File: config.mk
export PLATFORM = sky130hd
export DESIGN_NAME = ipa_core
export DESIGN_NICKNAME = d
export VERILOG_FILES = /design/src/pkg/ipa_pkg.sv /design/src/rtl/ipa_arbiter.sv /design/src/rtl/ipa_prio_stack.sv /design/src/rtl/ipa_core.sv
export SDC_FILE = /design/constraint.sdc
export NUM_CORES = 1
export LEC_CHECK = 0
export ABC_CLOCK_PERIOD_IN_PS = 42000
export CAP_MARGIN = 20
export CORE_MARGIN = 8
export CORE_UTILIZATION = 60
export CTS_CLUSTER_SIZE = 40
export DETAILED_ROUTE_END_ITERATION = 6
export DONT_BUFFER_PORTS = 1
export GPL_ROUTABILITY_DRIVEN = 0
export HOLD_SLACK_MARGIN = 0.02
export PLACE_DENSITY = 0.76
export SYNTH_ARGS = -nofsm -noshare
export SYNTH_HDL_FRONTEND = slang
export SYNTH_HIERARCHICAL = 1
export SYNTH_SLANG_ARGS = --single-unit
File: constraint.sdc
create_clock -name sys_clk -period 42 [get_ports sys_clk]
set_input_delay 10.5 -clock sys_clk [delete_from_list [all_inputs] [get_ports sys_clk]]
set_output_delay 10.5 -clock sys_clk [all_outputs]
set_load 0.05 [all_outputs]
File: src/pkg/ipa_pkg.sv
/*
  Shared constants and types of the interrupt priority arbiter:
  channel count and daisy-chain positions, register offsets, field
  positions, reset values and sequencer enumerations.
  Assumes one clock domain and an 8-bit register port.
*/
package ipa_pkg;
  localparam int NCH = 24;
  localparam int CH_W = 5;
  localparam int PRIO_W = 3;
  localparam int DATA_W = 8;
  localparam int ADDR_W = 4;
  localparam int PC_W = 16;

  // daisy-chain positions, index 0 is highest
  localparam logic [CH_W-1:0] CH_MUX_FIRST = 5'h00;
  localparam logic [CH_W-1:0] CH_MUX_LAST = 5'h07;
  localparam logic [CH_W-1:0] CH_MFT0 = 5'h08;
  localparam logic [CH_W-1:0] CH_CAN_FIRST = 5'h09;
  localparam logic [CH_W-1:0] CH_CAN_LAST = 5'h10;
  localparam logic [CH_W-1:0] CH_ASYNC_SERIAL = 5'h11;
  localparam logic [CH_W-1:0] CH_PROTO_DECODER = 5'h12;
  localparam logic [CH_W-1:0] CH_I2C0 = 5'h13;
  localparam logic [CH_W-1:0] CH_I2C1 = 5'h14;
  localparam logic [CH_W-1:0] CH_ADC = 5'h15;
  localparam logic [CH_W-1:0] CH_MFT1 = 5'h16;
  localparam logic [CH_W-1:0] CH_MULTIPROTO_SERIAL = 5'h17;

  // register offsets
  localparam logic [ADDR_W-1:0] REG_CENTRAL_INTERRUPT_CTRL = 4'h0;
  localparam logic [ADDR_W-1:0] REG_NESTED_PRIORITY_STACK = 4'h1;
  localparam logic [ADDR_W-1:0] REG_CODE_SEGMENT = 4'h2;
  localparam logic [ADDR_W-1:0] REG_INTERRUPT_SEGMENT = 4'h3;
  localparam logic [ADDR_W-1:0] REG_CONFIG = 4'h4;
  localparam logic [ADDR_W-1:0] REG_STATUS = 4'h5;
  localparam logic [ADDR_W-1:0] REG_LAST_CHANNEL = 4'h6;

  // field positions
  localparam int CENTRAL_INTERRUPT_CTRL_CPL_LSB = 0;
  localparam int CENTRAL_INTERRUPT_CTRL_IEN_BIT = 4;
  localparam int CENTRAL_INTERRUPT_CTRL_IAM_BIT = 5;
  localparam int CFG_SEG_SAVE_BIT = 0;
  localparam int CFG_TL_MASKABLE_BIT = 1;
  localparam int STAT_BUSY_BIT = 0;
  localparam int STAT_TL_ACTIVE_BIT = 1;
  localparam int STAT_USE_ISR_BIT = 2;

  // reset level, top-level priority and vector, vector address step
  localparam logic [PRIO_W-1:0] CPL_RESET = 3'h7;
  localparam logic [PRIO_W-1:0] PRIO_TOP = 3'h0;
  localparam logic [DATA_W-1:0] TL_VECTOR = 8'h04;
  localparam logic [DATA_W-1:0] VEC_STEP = 8'h01;

  typedef enum logic [3:0] {
    SQ_IDLE, SQ_EPCH, SQ_ECSR, SQ_EFLG, SQ_EVHI, SQ_EVLO, SQ_EWAIT, SQ_EEND,
    SQ_RCSR, SQ_RPCH, SQ_RPCL, SQ_RWAIT, SQ_REND
  } ipa_seq_t;

  typedef enum logic [2:0] {
    TG_NONE, TG_FLG, TG_CSR, TG_PCH, TG_PCL, TG_VHI, TG_VLO
  } ipa_tag_t;
endpackage

File: src/rtl/ipa_arbiter.sv
/*
  Combinational priority arbiter: picks the eligible request with the
  lowest priority value, ties broken by daisy-chain position.
  Assumes requests come from logic on the same clock.
*/
module ipa_arbiter (
  input wire logic [ipa_pkg::NCH-1:0] irq_req,
  input wire logic [ipa_pkg::NCH*ipa_pkg::PRIO_W-1:0] irq_prio,
  input wire logic [ipa_pkg::PRIO_W-1:0] current_priority_level,
  input wire logic global_interrupt_enable,
  output logic win_valid,
  output logic [ipa_pkg::CH_W-1:0] win_idx,
  output logic [ipa_pkg::PRIO_W-1:0] win_prio
);
  import ipa_pkg::*;

  logic [NCH-1:0] eligible;

  genvar g;
  generate
    for (g = 0; g < NCH; g++) begin : g_elig
      // strictly above current level, none while disabled
      assign eligible[g] = irq_req[g] && global_interrupt_enable && (irq_prio[g*PRIO_W +: PRIO_W] < current_priority_level);
    end
  endgenerate

  // scan from chain end so the earlier position wins a tie
  always_comb begin
    win_valid = 1'b0;
    win_idx = '0;
    win_prio = CPL_RESET;
    for (int i = NCH - 1; i >= 0; i--) begin
      if (eligible[i] && (!win_valid || irq_prio[i*PRIO_W +: PRIO_W] <= win_prio)) begin
        win_valid = 1'b1;
        win_idx = CH_W'(i);
        win_prio = irq_prio[i*PRIO_W +: PRIO_W];
      end
    end
  end
endmodule

File: src/rtl/ipa_prio_stack.sv
/*
  Nested priority stack: one bit per level, set on entry, lowest set
  bit restored and cleared on return. Software may overwrite it.
  Assumes push, pop and write never coincide.
*/
module ipa_prio_stack (
  input wire logic sys_clk,
  input wire logic rst_b,
  input wire logic wr_en,
  input wire logic [ipa_pkg::DATA_W-1:0] wr_data,
  input wire logic push,
  input wire logic [ipa_pkg::PRIO_W-1:0] push_level,
  input wire logic pop,
  output logic [ipa_pkg::DATA_W-1:0] stack,
  output logic [ipa_pkg::PRIO_W-1:0] top_level,
  output logic top_valid,
  output logic rest_nonzero
);
  import ipa_pkg::*;

  typedef struct packed {
    logic [DATA_W-1:0] bits;
  } ipa_stk_t;

  ipa_stk_t s;
  ipa_stk_t next_s;
  logic [DATA_W-1:0] low_mask;

  // lowest set bit is the restored level
  always_comb begin
    top_level = CPL_RESET;
    for (int i = DATA_W - 1; i >= 0; i--) begin
      if (s.bits[i]) begin
        top_level = PRIO_W'(i);
      end
    end
    top_valid = |s.bits;
    low_mask = s.bits & (s.bits - DATA_W'(1));
    rest_nonzero = |low_mask;
    stack = s.bits;
  end

  always_comb begin
    next_s = s;
    if (wr_en) begin
      next_s.bits = wr_data;
    end
    if (pop && top_valid) begin
      next_s.bits[top_level] = 1'b0;
    end
    if (push) begin
      next_s.bits[push_level] = 1'b1;
    end
  end

  always_ff @(posedge sys_clk or negedge rst_b) begin
    if (!rst_b) begin
      s <= '0;
    end else begin
      s <= next_s;
    end
  end
endmodule

File: src/rtl/ipa_core.sv
/*
  Interrupt priority arbiter and sequencer: arbitration at each
  instruction boundary, entry sequence (disable, pushes, vector fetch,
  segment switch), return sequence and nested priority stack.
  Assumes the core stalls while core_busy is high, pulses instr_end,
  ei_instr and iret_instr only when not busy, and that stack and
  vector reads return data one cycle after the strobe.
*/
// Local design decisions: the address map and the plain strobed port.
// Behaviour
// - same-level simultaneous requests go to the highest daisy-chain position.
// - chain: mux A0..D1, timer0, CAN E0..H1, serial, decoder, I2C, ADC, timer1, MPS.
// - current priority level is a 3-bit field, software read/write anytime.
// - mode bit clear (reset) selects concurrent, set selects nested.
// - concurrent: arbitrate each instruction, acknowledge leaves current level unchanged.
// - entry: clear enable, push PC low, high, segment if saved, flags; load vector.
// - entry: segment loaded from interrupt segment, or interrupt segment used until return.
// - return pops flags, segment if saved, PC high, PC low, then sets enable.
// - return without segment save goes back to code segment unless still nested in nested mode.
// - requests pending while disabled stay pending until enable instruction.
// - concurrent: granted level not kept; any winner taken once enabled.
// - nested entry saves current level as a set bit in the stack register.
// - nested entry then loads current level with the granted request priority.
// - nested return restores interrupted level from the stack register.
// - levels 0 highest to 7 lowest; acknowledge only at a value strictly below current.
// - current level resets to 7, so level 7 requests never win.
// - top-level request overrides all, its routine is never interrupted.
// - nested: a routine is never interrupted by its own level, eight levels deep.
module ipa_core (
  input wire logic sys_clk,
  input wire logic rst_b,
  input wire logic [ipa_pkg::ADDR_W-1:0] reg_addr,
  input wire logic [ipa_pkg::DATA_W-1:0] reg_wdata,
  input wire logic reg_wr,
  input wire logic reg_rd,
  output logic [ipa_pkg::DATA_W-1:0] reg_rdata,
  input wire logic [ipa_pkg::NCH-1:0] irq_req,
  input wire logic [ipa_pkg::NCH*ipa_pkg::PRIO_W-1:0] irq_prio,
  input wire logic [ipa_pkg::NCH*ipa_pkg::DATA_W-1:0] irq_vector,
  input wire logic tl_req,
  input wire logic instr_end,
  input wire logic ei_instr,
  input wire logic iret_instr,
  input wire logic [ipa_pkg::PC_W-1:0] pc_in,
  input wire logic [ipa_pkg::DATA_W-1:0] flags_in,
  input wire logic [ipa_pkg::DATA_W-1:0] stk_rdata,
  input wire logic [ipa_pkg::DATA_W-1:0] vec_rdata,
  output logic core_busy,
  output logic irq_ack,
  output logic [ipa_pkg::CH_W-1:0] ack_channel,
  output logic tl_ack,
  output logic stk_push,
  output logic stk_pop,
  output logic [ipa_pkg::DATA_W-1:0] stk_wdata,
  output logic vec_rd,
  output logic [ipa_pkg::DATA_W-1:0] vec_addr,
  output logic pc_load,
  output logic [ipa_pkg::PC_W-1:0] pc_value,
  output logic flags_load,
  output logic [ipa_pkg::DATA_W-1:0] flags_value,
  output logic [ipa_pkg::DATA_W-1:0] code_seg,
  output logic [ipa_pkg::DATA_W-1:0] int_seg
);
  import ipa_pkg::*;

  typedef struct packed {
    ipa_seq_t seq;
    ipa_tag_t rd_tag;
    ipa_tag_t data_tag;
    logic [PRIO_W-1:0] current_priority_level;
    logic global_interrupt_enable;
    logic arbitration_mode_select;
    logic seg_save;
    logic tl_maskable;
    logic use_isr;
    logic tl_active;
    logic busy;
    logic [DATA_W-1:0] code_segment_reg;
    logic [DATA_W-1:0] interrupt_segment_reg;
    logic [DATA_W-1:0] vec;
    logic [DATA_W-1:0] flags;
    logic [PC_W-1:0] pc;
    logic [CH_W-1:0] chan;
    logic iack;
    logic tlack;
    logic push;
    logic pop;
    logic [DATA_W-1:0] wdata;
    logic vrd;
    logic [DATA_W-1:0] vaddr;
    logic pcld;
    logic flld;
    logic [DATA_W-1:0] seg_out;
    logic [DATA_W-1:0] rdata;
  } ipa_state_t;

  ipa_state_t s;
  ipa_state_t next_s;

  logic win_valid;
  logic [CH_W-1:0] win_idx;
  logic [PRIO_W-1:0] win_prio;
  logic nest_wr;
  logic nest_push;
  logic nest_pop;
  logic [DATA_W-1:0] nest_bits;
  logic [PRIO_W-1:0] nest_top;
  logic nest_top_valid;
  logic nest_rest;
  logic take_tl;
  logic take_ch;

  ipa_arbiter u_arb (
    .irq_req(irq_req),
    .irq_prio(irq_prio),
    .current_priority_level(s.current_priority_level),
    .global_interrupt_enable(s.global_interrupt_enable),
    .win_valid(win_valid),
    .win_idx(win_idx),
    .win_prio(win_prio)
  );

  ipa_prio_stack u_stack (
    .sys_clk(sys_clk),
    .rst_b(rst_b),
    .wr_en(nest_wr),
    .wr_data(reg_wdata),
    .push(nest_push),
    .push_level(s.current_priority_level),
    .pop(nest_pop),
    .stack(nest_bits),
    .top_level(nest_top),
    .top_valid(nest_top_valid),
    .rest_nonzero(nest_rest)
  );

  // top level overrides, and nothing interrupts its routine
  assign take_tl = instr_end && tl_req && !s.tl_active && (s.global_interrupt_enable || !s.tl_maskable);
  assign take_ch = instr_end && win_valid && !s.tl_active;
  assign nest_wr = reg_wr && (reg_addr == REG_NESTED_PRIORITY_STACK);

  always_comb begin
    next_s = s;
    nest_push = 1'b0;
    nest_pop = 1'b0;
    next_s.iack = 1'b0;
    next_s.tlack = 1'b0;
    next_s.push = 1'b0;
    next_s.pop = 1'b0;
    next_s.vrd = 1'b0;
    next_s.pcld = 1'b0;
    next_s.flld = 1'b0;
    next_s.rd_tag = TG_NONE;
    next_s.data_tag = s.rd_tag;
    next_s.rdata = '0;

    // read data arrives one cycle after the visible strobe
    case (s.data_tag)
      TG_FLG: next_s.flags = stk_rdata;
      TG_CSR: next_s.code_segment_reg = stk_rdata;
      TG_PCH: next_s.pc[PC_W-1:DATA_W] = stk_rdata;
      TG_PCL: next_s.pc[DATA_W-1:0] = stk_rdata;
      TG_VHI: next_s.pc[PC_W-1:DATA_W] = vec_rdata;
      TG_VLO: next_s.pc[DATA_W-1:0] = vec_rdata;
      default: ;
    endcase

    // register port reads
    if (reg_rd) begin
      case (reg_addr)
        REG_CENTRAL_INTERRUPT_CTRL: begin
          next_s.rdata[CENTRAL_INTERRUPT_CTRL_CPL_LSB +: PRIO_W] = s.current_priority_level;
          next_s.rdata[CENTRAL_INTERRUPT_CTRL_IEN_BIT] = s.global_interrupt_enable;
          next_s.rdata[CENTRAL_INTERRUPT_CTRL_IAM_BIT] = s.arbitration_mode_select;
        end
        REG_NESTED_PRIORITY_STACK: next_s.rdata = nest_bits;
        REG_CODE_SEGMENT: next_s.rdata = s.code_segment_reg;
        REG_INTERRUPT_SEGMENT: next_s.rdata = s.interrupt_segment_reg;
        REG_CONFIG: begin
          next_s.rdata[CFG_SEG_SAVE_BIT] = s.seg_save;
          next_s.rdata[CFG_TL_MASKABLE_BIT] = s.tl_maskable;
        end
        REG_STATUS: begin
          next_s.rdata[STAT_BUSY_BIT] = s.busy;
          next_s.rdata[STAT_TL_ACTIVE_BIT] = s.tl_active;
          next_s.rdata[STAT_USE_ISR_BIT] = s.use_isr;
        end
        REG_LAST_CHANNEL: next_s.rdata[CH_W-1:0] = s.chan;
        default: next_s.rdata = '0;
      endcase
    end

    // register port writes, hardware updates below take precedence
    if (reg_wr) begin
      case (reg_addr)
        REG_CENTRAL_INTERRUPT_CTRL: begin
          next_s.current_priority_level = reg_wdata[CENTRAL_INTERRUPT_CTRL_CPL_LSB +: PRIO_W];
          next_s.global_interrupt_enable = reg_wdata[CENTRAL_INTERRUPT_CTRL_IEN_BIT];
          next_s.arbitration_mode_select = reg_wdata[CENTRAL_INTERRUPT_CTRL_IAM_BIT];
        end
        REG_CODE_SEGMENT: next_s.code_segment_reg = reg_wdata;
        REG_INTERRUPT_SEGMENT: next_s.interrupt_segment_reg = reg_wdata;
        REG_CONFIG: begin
          next_s.seg_save = reg_wdata[CFG_SEG_SAVE_BIT];
          next_s.tl_maskable = reg_wdata[CFG_TL_MASKABLE_BIT];
        end
        default: ;
      endcase
    end

    case (s.seq)
      SQ_IDLE: begin
        if (iret_instr) begin
          // return: flags first
          next_s.busy = 1'b1;
          next_s.pop = 1'b1;
          next_s.rd_tag = TG_FLG;
          next_s.seq = s.seg_save ? SQ_RCSR : SQ_RPCH;
        end else if (take_tl || take_ch) begin
          // acknowledge: disable first
          next_s.global_interrupt_enable = 1'b0;
          next_s.busy = 1'b1;
          if (take_tl) begin
            next_s.tl_active = 1'b1;
            next_s.tlack = 1'b1;
            next_s.vec = TL_VECTOR;
          end else begin
            next_s.iack = 1'b1;
            next_s.chan = win_idx;
            next_s.vec = irq_vector[win_idx*DATA_W +: DATA_W];
          end
          if (s.arbitration_mode_select) begin
            nest_push = 1'b1;
            next_s.current_priority_level = take_tl ? PRIO_TOP : win_prio;
          end
          // concurrent mode keeps the current level
          next_s.push = 1'b1;
          next_s.wdata = pc_in[DATA_W-1:0];
          next_s.pc = pc_in;
          next_s.flags = flags_in;
          next_s.seq = SQ_EPCH;
        end else if (ei_instr) begin
          next_s.global_interrupt_enable = 1'b1;
        end
      end
      SQ_EPCH: begin
        next_s.push = 1'b1;
        next_s.wdata = s.pc[PC_W-1:DATA_W];
        next_s.seq = s.seg_save ? SQ_ECSR : SQ_EFLG;
      end
      SQ_ECSR: begin
        next_s.push = 1'b1;
        next_s.wdata = s.code_segment_reg;
        next_s.seq = SQ_EFLG;
      end
      SQ_EFLG: begin
        next_s.push = 1'b1;
        next_s.wdata = s.flags;
        next_s.seq = SQ_EVHI;
      end
      SQ_EVHI: begin
        next_s.vrd = 1'b1;
        next_s.vaddr = s.vec;
        next_s.rd_tag = TG_VHI;
        next_s.seq = SQ_EVLO;
      end
      SQ_EVLO: begin
        next_s.vrd = 1'b1;
        next_s.vaddr = s.vec + VEC_STEP;
        next_s.rd_tag = TG_VLO;
        next_s.seq = SQ_EWAIT;
      end
      SQ_EWAIT: begin
        next_s.seq = SQ_EEND;
      end
      SQ_EEND: begin
        next_s.pcld = 1'b1;
        next_s.busy = 1'b0;
        if (s.seg_save) begin
          next_s.code_segment_reg = s.interrupt_segment_reg;
        end else begin
          next_s.use_isr = 1'b1;
        end
        next_s.seq = SQ_IDLE;
      end
      SQ_RCSR: begin
        next_s.pop = 1'b1;
        next_s.rd_tag = TG_CSR;
        next_s.seq = SQ_RPCH;
      end
      SQ_RPCH: begin
        next_s.pop = 1'b1;
        next_s.rd_tag = TG_PCH;
        next_s.seq = SQ_RPCL;
      end
      SQ_RPCL: begin
        next_s.pop = 1'b1;
        next_s.rd_tag = TG_PCL;
        next_s.seq = SQ_RWAIT;
      end
      SQ_RWAIT: begin
        next_s.seq = SQ_REND;
      end
      SQ_REND: begin
        next_s.pcld = 1'b1;
        next_s.flld = 1'b1;
        next_s.global_interrupt_enable = 1'b1;
        next_s.busy = 1'b0;
        next_s.tl_active = 1'b0;
        if (s.arbitration_mode_select && nest_top_valid) begin
          nest_pop = 1'b1;
          next_s.current_priority_level = nest_top;
        end
        if (!s.seg_save) begin
          // stay on interrupt segment only when returning into a nested routine
          next_s.use_isr = s.use_isr && s.arbitration_mode_select && nest_rest;
        end
        next_s.seq = SQ_IDLE;
      end
      default: next_s.seq = SQ_IDLE;
    endcase

    next_s.seg_out = next_s.use_isr ? next_s.interrupt_segment_reg : next_s.code_segment_reg;
  end

  always_ff @(posedge sys_clk or negedge rst_b) begin
    if (!rst_b) begin
      s <= '0;
      s.seq <= SQ_IDLE;
      s.rd_tag <= TG_NONE;
      s.data_tag <= TG_NONE;
      s.current_priority_level <= CPL_RESET;
    end else begin
      s <= next_s;
    end
  end

  assign reg_rdata = s.rdata;
  assign core_busy = s.busy;
  assign irq_ack = s.iack;
  assign ack_channel = s.chan;
  assign tl_ack = s.tlack;
  assign stk_push = s.push;
  assign stk_pop = s.pop;
  assign stk_wdata = s.wdata;
  assign vec_rd = s.vrd;
  assign vec_addr = s.vaddr;
  assign pc_load = s.pcld;
  assign pc_value = s.pc;
  assign flags_load = s.flld;
  assign flags_value = s.flags;
  assign code_seg = s.seg_out;
  assign int_seg = s.interrupt_segment_reg;
endmodule

After elaboration in Yosys (flattened, before gate mapping)
Index checks and enable logic that the tools add are counted.
{ "totals": {"reg_bits": 120, "latch_bits": 0, "ramBits": 0, "romBits": 0, "inputBits": 348, "out_inout_bits": 77, "mem_count": 0} }
{ "classes": {"addsub": 2, "multipliers": 0, "n_div": 0, "order_cmp": 51, "n_eq_ne": 28, "shift": 1, "muxes": 151, "n_bitwise": 6, "reduce_logical": 151} }
{ "ops": {"columns": ["op", "n"], "rows": [
  ["$shiftx A192 B9 Y8", 1],
  ["$mux W5", 25],
  ["$mux W8", 14],
  ["$mux W3", 32],
  ["$logic_and A1 B1 Y1", 83],
  ["$lt A3 B3 Y1", 24],
  ["$le A3 B3 Y1", 23],
  ["$mux W32", 2],
  ["$mux W1", 47],
  ["$pmux W4 S11", 1],
  ["$pmux W8 S2", 2],
  ["$pmux W8 S4", 1],
  ["$mux W31", 1],
  ["$eq A4 B3 Y1 const B", 7],
  ["$logic_not A1 Y1", 25],
  ["$logic_or A1 B1 Y1", 25],
  ["$eq A4 B4 Y1 const B", 5],
  ["$pmux W3 S6", 1],
  ["$pmux W9 S2", 1],
  ["$and A8 B8 Y8", 2],
  ["$eq A4 B2 Y1 const B", 4],
  ["$mux W16", 1],
  ["$reduce_or A8 Y1", 2],
  ["$pmux W2 S7", 1],
  ["32 further kinds", 60]
]} }

Depth between registers and ports, before layout
Gate-level depths: netlist of run 1.
{ "logic_depth": {"ltp_word": 102, "mapped_depth": 195, "ltp_nobuf": 186} }

By module
Netlist of run 1, hierarchy kept.
{ "by_module_without_submodules": {"columns": ["mod", "n_inst", "cells_each", "area_per_inst_um2", "seq_area_each_um2"], "rows": [
  ["ipa_core", 1, 759, 7780.0, 2806.4],
  ["ipa_arbiter", 1, 664, 4907.2, 0.0],
  ["ipa_prio_stack", 1, 67, 609.3, 200.2]
]} }

Worst setup path before layout of run 1
No wires, ideal clock.
{ "synth_timing": {"kind": "in2reg", "start": "input port irq_prio[70] in the netlist's numbering", "end": "register s[68] in the netlist's numbering", "setup_ns": 0.124, "arrival_ns": 41.468, "required_ns": 41.876, "setup_slack_ns": 0.408, "path_stages": 183, "n_path_buf": 8, "path_cell_list": "ha_1 o21ai_0 o2111ai_2 buf_4 or2_2 ha_1 nand3_1 o21ai_0 o31ai_1 o2bb2ai_1 ha_1 nor2b_1 o21ai_0 a221oi_4 nor2_2 o22ai_1 inv_1 ha_1 [147 not listed] ha_1 nor2b_1 o21ai_0 nand2b_1 a31oi_1 o221ai_1 ha_1 a21o_1 a21oi_1 a31oi_1 a21oi_1 or2_2 nor3_1 buf_1 buf_1 mux2i_1 o22ai_1 a211o_1"} }
{ "synth_via": {"elab_cells_between_ends": 171, "classes_between": "order compare: 24; shift: 1; mux: 72; reduce/logical: 74"} }
{ "synth_rtl": {"columns": ["item", "line_no", "text"], "rows": [
  ["start: declaration", "ipa_core.sv:38", "input wire logic [ipa_pkg::NCH*ipa_pkg::PRIO_W-1:0] irq_prio,"],
  ["$lt A3 B3 Y1", "ipa_arbiter.sv:23", "assign eligible[g] = irq_req[g] && global_interrupt_enable && (irq_prio[g*PRIO_W +: PRIO_W] < current_priority ..."],
  ["$logic_and A1 B1 Y1", "ipa_arbiter.sv:23", null],
  ["$mux W3 or $mux W1 (tied branches)", "ipa_arbiter.sv:33", "if (eligible[i] && (!win_valid || irq_prio[i*PRIO_W +: PRIO_W] <= win_prio)) begin"],
  ["$le A3 B3 Y1 or $logic_not A1 Y1 (tied branches)", "ipa_arbiter.sv:33", null],
  ["$logic_or A1 B1 Y1", "ipa_arbiter.sv:33", null],
  ["$logic_and A1 B1 Y1", "ipa_arbiter.sv:33", null],
  ["$mux W3 or $mux W1 (tied branches)", "ipa_arbiter.sv:33", null],
  ["$le A3 B3 Y1 or $logic_not A1 Y1 (tied branches)", "ipa_arbiter.sv:33", null],
  ["[82 not listed]", null, null],
  ["$mux W3 or $mux W1 (tied branches)", "ipa_arbiter.sv:33", null],
  ["$le A3 B3 Y1 or $logic_not A1 Y1 (tied branches)", "ipa_arbiter.sv:33", null],
  ["$logic_or A1 B1 Y1", "ipa_arbiter.sv:33", null],
  ["$logic_and A1 B1 Y1", "ipa_arbiter.sv:33", null],
  ["$mux W5 *", "ipa_arbiter.sv:33", null],
  ["named net win_idx[2]", "ipa_core.sv:101", "logic [CH_W-1:0] win_idx;"],
  ["$shiftx A192 B9 Y8 *", "ipa_core.sv:230", "next_s.vec = irq_vector[win_idx*DATA_W +: DATA_W];"],
  ["$mux W8 *", "ipa_core.sv:223", "if (take_tl) begin"],
  ["end signal: assignment", "ipa_core.sv:334", "s <= next_s;"],
  ["end: declaration", "ipa_core.sv:97", "ipa_state_t s;"]
]} }
The timed path passes the listed nets; every way through them passes the cells marked *.
A chain may end at the register's enable or synchronous reset.

Final worst setup path of run 1
{ "layout_timing": {"start": "input port irq_prio[70] in the netlist's numbering", "end": "register s[74] in the netlist's numbering"} }
Same word-level chain as after synthesis.

==> summary.md, run 1 <==
| Metric | Value |
|---|---|
| Drt wl/cell | `~28 µm` |
| Post-place setup slack | `-1790 ps` |
| # IOs | `between 400 and 500` |
| Kind of critical path | `in2reg` |
| Cts hold-fix bufs | `0` |
| Bufs on Longest Clock Path | `2` |
| Die area | `27200 µm²` |
| Filler instances | `1495` |
| DRC Markers | `2` |
| Failing checks | `design-rule violations` |
| Post-synth EDFFs | `0` |
| Mapped cell area | `13300 µm²` |
| Final period util | `99.9%` |
| Global route total overflow | `0` |
| Ys flop type | `dfrtp_1` |
| Layout Nets | `1958` |
| CTS tree | `yes` |
| Port Buffers | `0` |
| Syn Area/Cell | `8.92 µm²` |
| Met2 usage | `a little over half` |
| Post-Syn Nets | `1956` |
| Crit path launch type | `primary input` |
| Layout area overhead | `17.5%` |
| Clock Skews | `11.9 ps` |
| Hold Crit Class | `reg2reg` |
| Top cell type by total area after synthesis | `dfrtp_1` |
| Ys async rst share | `100%` |
| Clk slew on worst S/H paths | `60 ps` |
| Largest net degree at the start of global routing | `121` |
| Final WS setup | `roughly 40 ps` |
| H-tree Lvls | `4` |
| Synth cell count leaders | `o21ai_0 (122), ha_1 (118), dfrtp_1 (117), nor2_1 (105), nand2_1 (91)` |
| Core Box Area | `between 20000 and 25000 µm²` |
| Starting density of the core | `roughly 60%` |
| Register area share after synthesis | `22.6%` |
| Maximum clock frequency | `23.8 MHz` |
| Critical Path AT | `roughly 42000 ps` |
| GR Util met1 | `39.5%` |
| Crit path max fanout | `8` |
| Yosys top cell area share | `22.0%` |
| First drt pass iteration count | `7` |
| Most frequent cell after synthesis | `o21ai_0` |
| Worst skew pair latency | `420 ps` |
| Crit. End Element | `flop` |
| DRT iter0 DRCs | `1664` |
| Number of max-cap violations | `0` |
| Die Height | `approximately 160 µm` |
| Syn. warnings | `6` |
| CP max stage delay | `between 500 and 600 ps` |
| Slowest-stage cell, CP | `mux4_2` |
| Slew HR | `between 30% and 40%` |
| Fraction of layout cells with a size suffix above 1 | `29.3%` |
| Hpwl dp | `36.4 mm` |
| Die W | `165 µm` |
| #FFs+latches synth | `between 100 and 150` |
| Met3 Use GR | `about an eighth` |
| Layout Utilization | `71.6%` |
| Antenna-violating nets left | `0` |
| Tightest Pin Transition | `997 ps` |
| Final setup viols | `0` |
| Fin crit period | `41960 ps` |
| Final wirelength | `around 51 mm` |
| CTS Buf Count | `17` |
| Status | `complete, but fails checks` |
| Final hold vios | `0` |
| GRT Util Overall | `32.7%` |
| Synth cell types | `98` |
| Post-DR vias/cell | `7.27` |
| Setup_tns | `0 ps` |
| First-pass GRT wire length | `69.2 mm` |
| DR vias | `13.0k` |
| CTS Root Cell | `clkbuf_16` |
| Synth Instances | `1490` |
| Initial antenna violation count | `11` |
| Synth top area cells | `dfrtp_1 (22%), ha_1 (11%), mux4_2 (8.1%)` |
| Clk sinks | `120` |
| Vias in the first global route | `12.1k` |
| Critical path required time | `42300 ps` |
| Rows | `54` |
| Final slew viol count | `0` |
| Busiest layer in global routing | `met2` |
==> flip-flops by register name, indices dropped and copies added (netlist names) <==
signal / flops
stk_pop: 1
next_s: 3
tl_ack: 1
vec_addr: 8
flags_value: 8
stk_wdata: 8
flags_load: 1
core_busy: 1
vec_rd: 1
reg_rdata: 8
code_seg: 8
irq_ack: 1
ack_channel: 5
pc_value: 16
stk_push: 1
u_stack/stack: 8
s: 32
pc_load: 1
int_seg: 8
==> worst max-delay path, delay by kind of cell <==
kind,cells,cell delay (ps)
buffers and inverters,12,1780
adders and majority gates,24,6460
and+or+nand+nor,39,6410
muxes,7,2170
AOI/OAI and AO/OA,96,14830
==> logic make-up after synthesis <==
logic type / count (synthesis) / share of synthesized area [%]
compound gates: 445 / 22.5
xor+xnor: 7 / 0.461
fa+ha+maj: 119 / 11.2
buf+inv: 213 / 8.42
flops: 120 / 22.6
mux: 174 / 18.1
simple gates: 412 / 16.8
==> stage by stage <==
step	hold WS (ps)	cells	area, µm²
floorplan	331	1490	13300
global placement	331	1672	13200
detailed placement	336	1672	13200
CTS	348	1720	14000
global route	359	1786	15600
finish	344	1790	15600
==> layer usage <==
layer,vias up,share of wire [%]
met3,192,13
met2,946,47
met4,10,4.1
met5,-,0.12
li1,5568,-
met1,6296,36
==> timing repair <==
item / CTS / global route
pin swaps: 9 / 116
gates resized for setup: 23 / 219
setup buffers: 14 / 59
endpoints found under the setup margin: 16 / 16
cloned: 3 / 3
==> cells in the final DEF (no fill, tap or decap), drive strengths merged, types with 24 or more instances in the layout <==
| master | n |
|---|---|
| buf | 114 |
| a21oi | 86 |
| mux2i | 75 |
| nand2 | 91 |
| mux4 | 48 |
| o21ai | 138 |
| mux2 | 51 |
| dfrtp | 117 |
| nor2 | 109 |
| nor2b | 29 |
| nor3 | 24 |
| ha | 118 |
| inv | 79 |
| nand2b | 30 |
==> final timing paths <==
check	start	end	slack [ps]	depth (start not counted)
max	irq_prio[70]	s[74]$_DFFE_PN0P_	40	178
min	next_s[103]$_DFF_PN0_	s[103]$_DFF_PN0_	340	0
max reg2reg	s[101]$_DFF_PN1_	s[74]$_DFFE_PN0P_	9170	179
min reg2reg	next_s[103]$_DFF_PN0_	s[103]$_DFF_PN0_	340	0
max in group asynchronous	rst_b	s[99]$_DFF_PN1_	31970	0
min in group asynchronous	rst_b	code_seg[1]$_DFF_PN0_	9770	0
==> layout make-up <==
type / instances / area (µm²) / area share (%)
multi-input cells: 1159 / 10300 / 66.1
flip-flops and latches: 120 / 3010 / 19.2
repair buffers: 116 / 1030 / 6.58
clock buffers: 17 / 425 / 2.72
well taps: 280 / 350 / 2.24
inverters: 78 / 293 / 1.87
clock inverters: 14 / 176 / 1.13
diodes: 6 / 15.0 / 0.0961
Power of run 1 is not shown: default switching activity piles up to over one toggle a cycle in this logic, so the estimate is an artifact.
==> run 2, diff against run 1 <==
Settings changed: GPL_TIMING_DRIVEN set to 0, SLEW_MARGIN set to 20.
==> summary.md, run 2 (synthesis gave the netlist of run 1 again) <==
| Metric | Value |
|---|---|
| Clock Skews | `7.68 ps (-4.17 ps)` |
| Tightest Pin Transition | `1090 ps (+96.9 ps)` |
| Largest net degree at the start of global routing | `121 (unchanged)` |
| Crit path max fanout | `8 (unchanged)` |
| CP top delay family | `compound AO/OA/AOI/OAI gates` |
| CP dominant cell by count | `ha_1` |
| Critical Path AT | `42360 ps (+100 ps)` |
| Commonest cells after routing, fill and taps aside | `buf_4 (157), dfrtp_1 (117), ha_1 (108), nor2_1 (93), o21ai_0 (93)` |
| Die area | `27200 µm² (unchanged)` |
| Kind of critical path | `in2reg` |
| CTS tree | `yes` |
| H-tree Lvls | `4 (unchanged)` |
| Fin crit period | `42050 ps (+90.6 ps)` |
| Bufs on Longest Clock Path | `2 (unchanged)` |
| Final slew viol count | `0 (unchanged)` |
| Layout area overhead | `20.4%` |
| Post-DR vias/cell | `7.09 (-2.5%)` |
| Port Buffers | `0 (unchanged)` |
| Crit. End Element | `flop` |
| # IOs | `425 (unchanged)` |
| Failing checks | `negative setup slack` |
| First-pass GRT wire length | `71.9 mm (+3.9%)` |
| GRT Util Overall | `34.0% (+1.3 points)` |
| Post-place setup slack | `-4880 ps (-3090 ps)` |
| Worst skew pair latency | `420 ps (about the same)` |
| Slowest-stage cell, CP | `mux4_2` |
| Rows | `54 (unchanged)` |
| Largest reg by FF count | `s` |
| WP buf/inv | `19 (+7)` |
| Critical path required time | `42310 ps (about the same)` |
| DRT iter0 DRCs | `1589 (-4.5%)` |
| Hpwl dp | `38.3 mm (+5.0%)` |
| Die W | `165 µm (unchanged)` |
| Starting density of the core | `60.9% (unchanged)` |
| DR vias | `13.4k (+3.1%)` |
| Final wirelength | `51.5 mm (+1.7%)` |
| Status | `complete, but fails checks` |
| Initial antenna violation count | `10 (-1)` |
| Unrepaired setup endpoints after global routing | `true` |
| Crit path launch type | `primary input` |
| Drt wl/cell | `27.2 µm (-3.8%)` |
| DRC Markers | `0 (-2)` |
| Max FFs per register | `32 (unchanged)` |
| Core Box Area | `21800 µm² (unchanged)` |
| Most common cell after layout, fill and taps aside | `buf_4` |
| Vias in the first global route | `12.5k (+3.1%)` |
| Global route total overflow | `0 (unchanged)` |
| First drt pass iteration count | `6 (-1)` |
| Fraction of layout cells with a size suffix above 1 | `31.1% (+1.7 points)` |
| Die Height | `165 µm (unchanged)` |
| CTS Root Cell | `clkbuf_16` |
| Clk sinks | `120 (unchanged)` |
| Layout Nets | `2059 (+5.2%)` |
| Final hold vios | `0 (unchanged)` |
| Antenna-violating nets left | `0 (unchanged)` |
| Final WS setup | `-50.5 ps (-90.6 ps)` |
| CP max stage delay | `530 ps (about the same)` |
| CTS Buf Count | `17 (unchanged)` |
| Final setup viols | `5 (+5)` |
| Layout Utilization | `73.4% (+1.8 points)` |
| Slew HR | `27.0% (-6.3 points)` |
| Hold Crit Class | `reg2reg` |
| Clk slew on worst S/H paths | `50 ps (about the same)` |
| Hold slack | `348 ps (+3.89 ps)` |
| Final period util | `100% (+0.22 points)` |
| Maximum clock frequency | `23.8 MHz (-0.22%)` |
| Number of max-cap violations | `0 (unchanged)` |
-- run 2: changes by cell type in the layout (fill, tap and decap cells not counted), sizes merged --
cell      change
buf          +74
clkbuf       +30
a21oi         -1
bufinv        +1
clkinv        +1
clkinvlp      -1
inv           -1
nor2          -1
-- run 2: area by class of cell --
class                           instances  area [µm²]
Antenna cell                            6        15.0
Buffer                                133         985
Clock buffer                           18         429
Clock inverter                         14         199
Fill cell                            1531        5810
Inverter                               78         293
Multi-Input combinational cell       1157       10100
Sequential cell                       120        3010
Tap cell                              280         350
Timing Repair Buffer                   86         681
-- run 2: metrics by stage --
step	cells	cell area (µm²)	setup TNS (ps)
3_3_place_gp	1770	13600	-55320
3_5_place_dp	1771	13700	-66370
2_1_floorplan	1490	13300	0
4_1_cts	1840	15000	0
5_1_grt	1888	16000	-16250
6_report	1892	16000	-99.1
-- run 2: path summary, 6_finish.rpt --
path                                        from  slack [ps]  depth (start not counted)                   end
min in group asynchronous                  rst_b        9770                          0  int_seg[5]$_DFF_PN0_
min                        next_s[104]$_DFF_PN0_         350                          0      s[104]$_DFF_PN0_
min reg2reg                next_s[104]$_DFF_PN0_         350                          0      s[104]$_DFF_PN0_
max reg2reg                     s[100]$_DFF_PN1_        8710                        191     s[68]$_DFFE_PN0P_
max in group asynchronous                  rst_b       32010                          0      s[101]$_DFF_PN1_
max                                 irq_prio[70]         -50                        190     s[68]$_DFFE_PN0P_
-- run 2: repair_timing --
item                                    CTS  global route
buffers inserted                         35            49
hold buffers                              0             0
endpoints found under the setup margin   16            16
pin swaps                                25            80
gates cloned                              2             0
resized for setup                       105           161
-- run 2: worst reg2reg max path, delay by kind of cell (launching register included) --
family,cells,cell delay (ps)
flops,1,570
simple gates,44,6710
compound gates,96,14600
fa+ha+maj,24,6310
mux,7,2270
buf+inv,20,2670
-- run 2: routing by layer --
metal / part of all wire (%) / vias up / global-route usage, %
li1: - / 5778 / -
met1: 37 / 6407 / 42.9
met2: 46 / 1030 / 53.4
met3: 13 / 188 / 11.6
met4: 3.9 / 8 / 12.0
met5: 0.089 / - / 0
Power of run 2 is left out for the same reason.
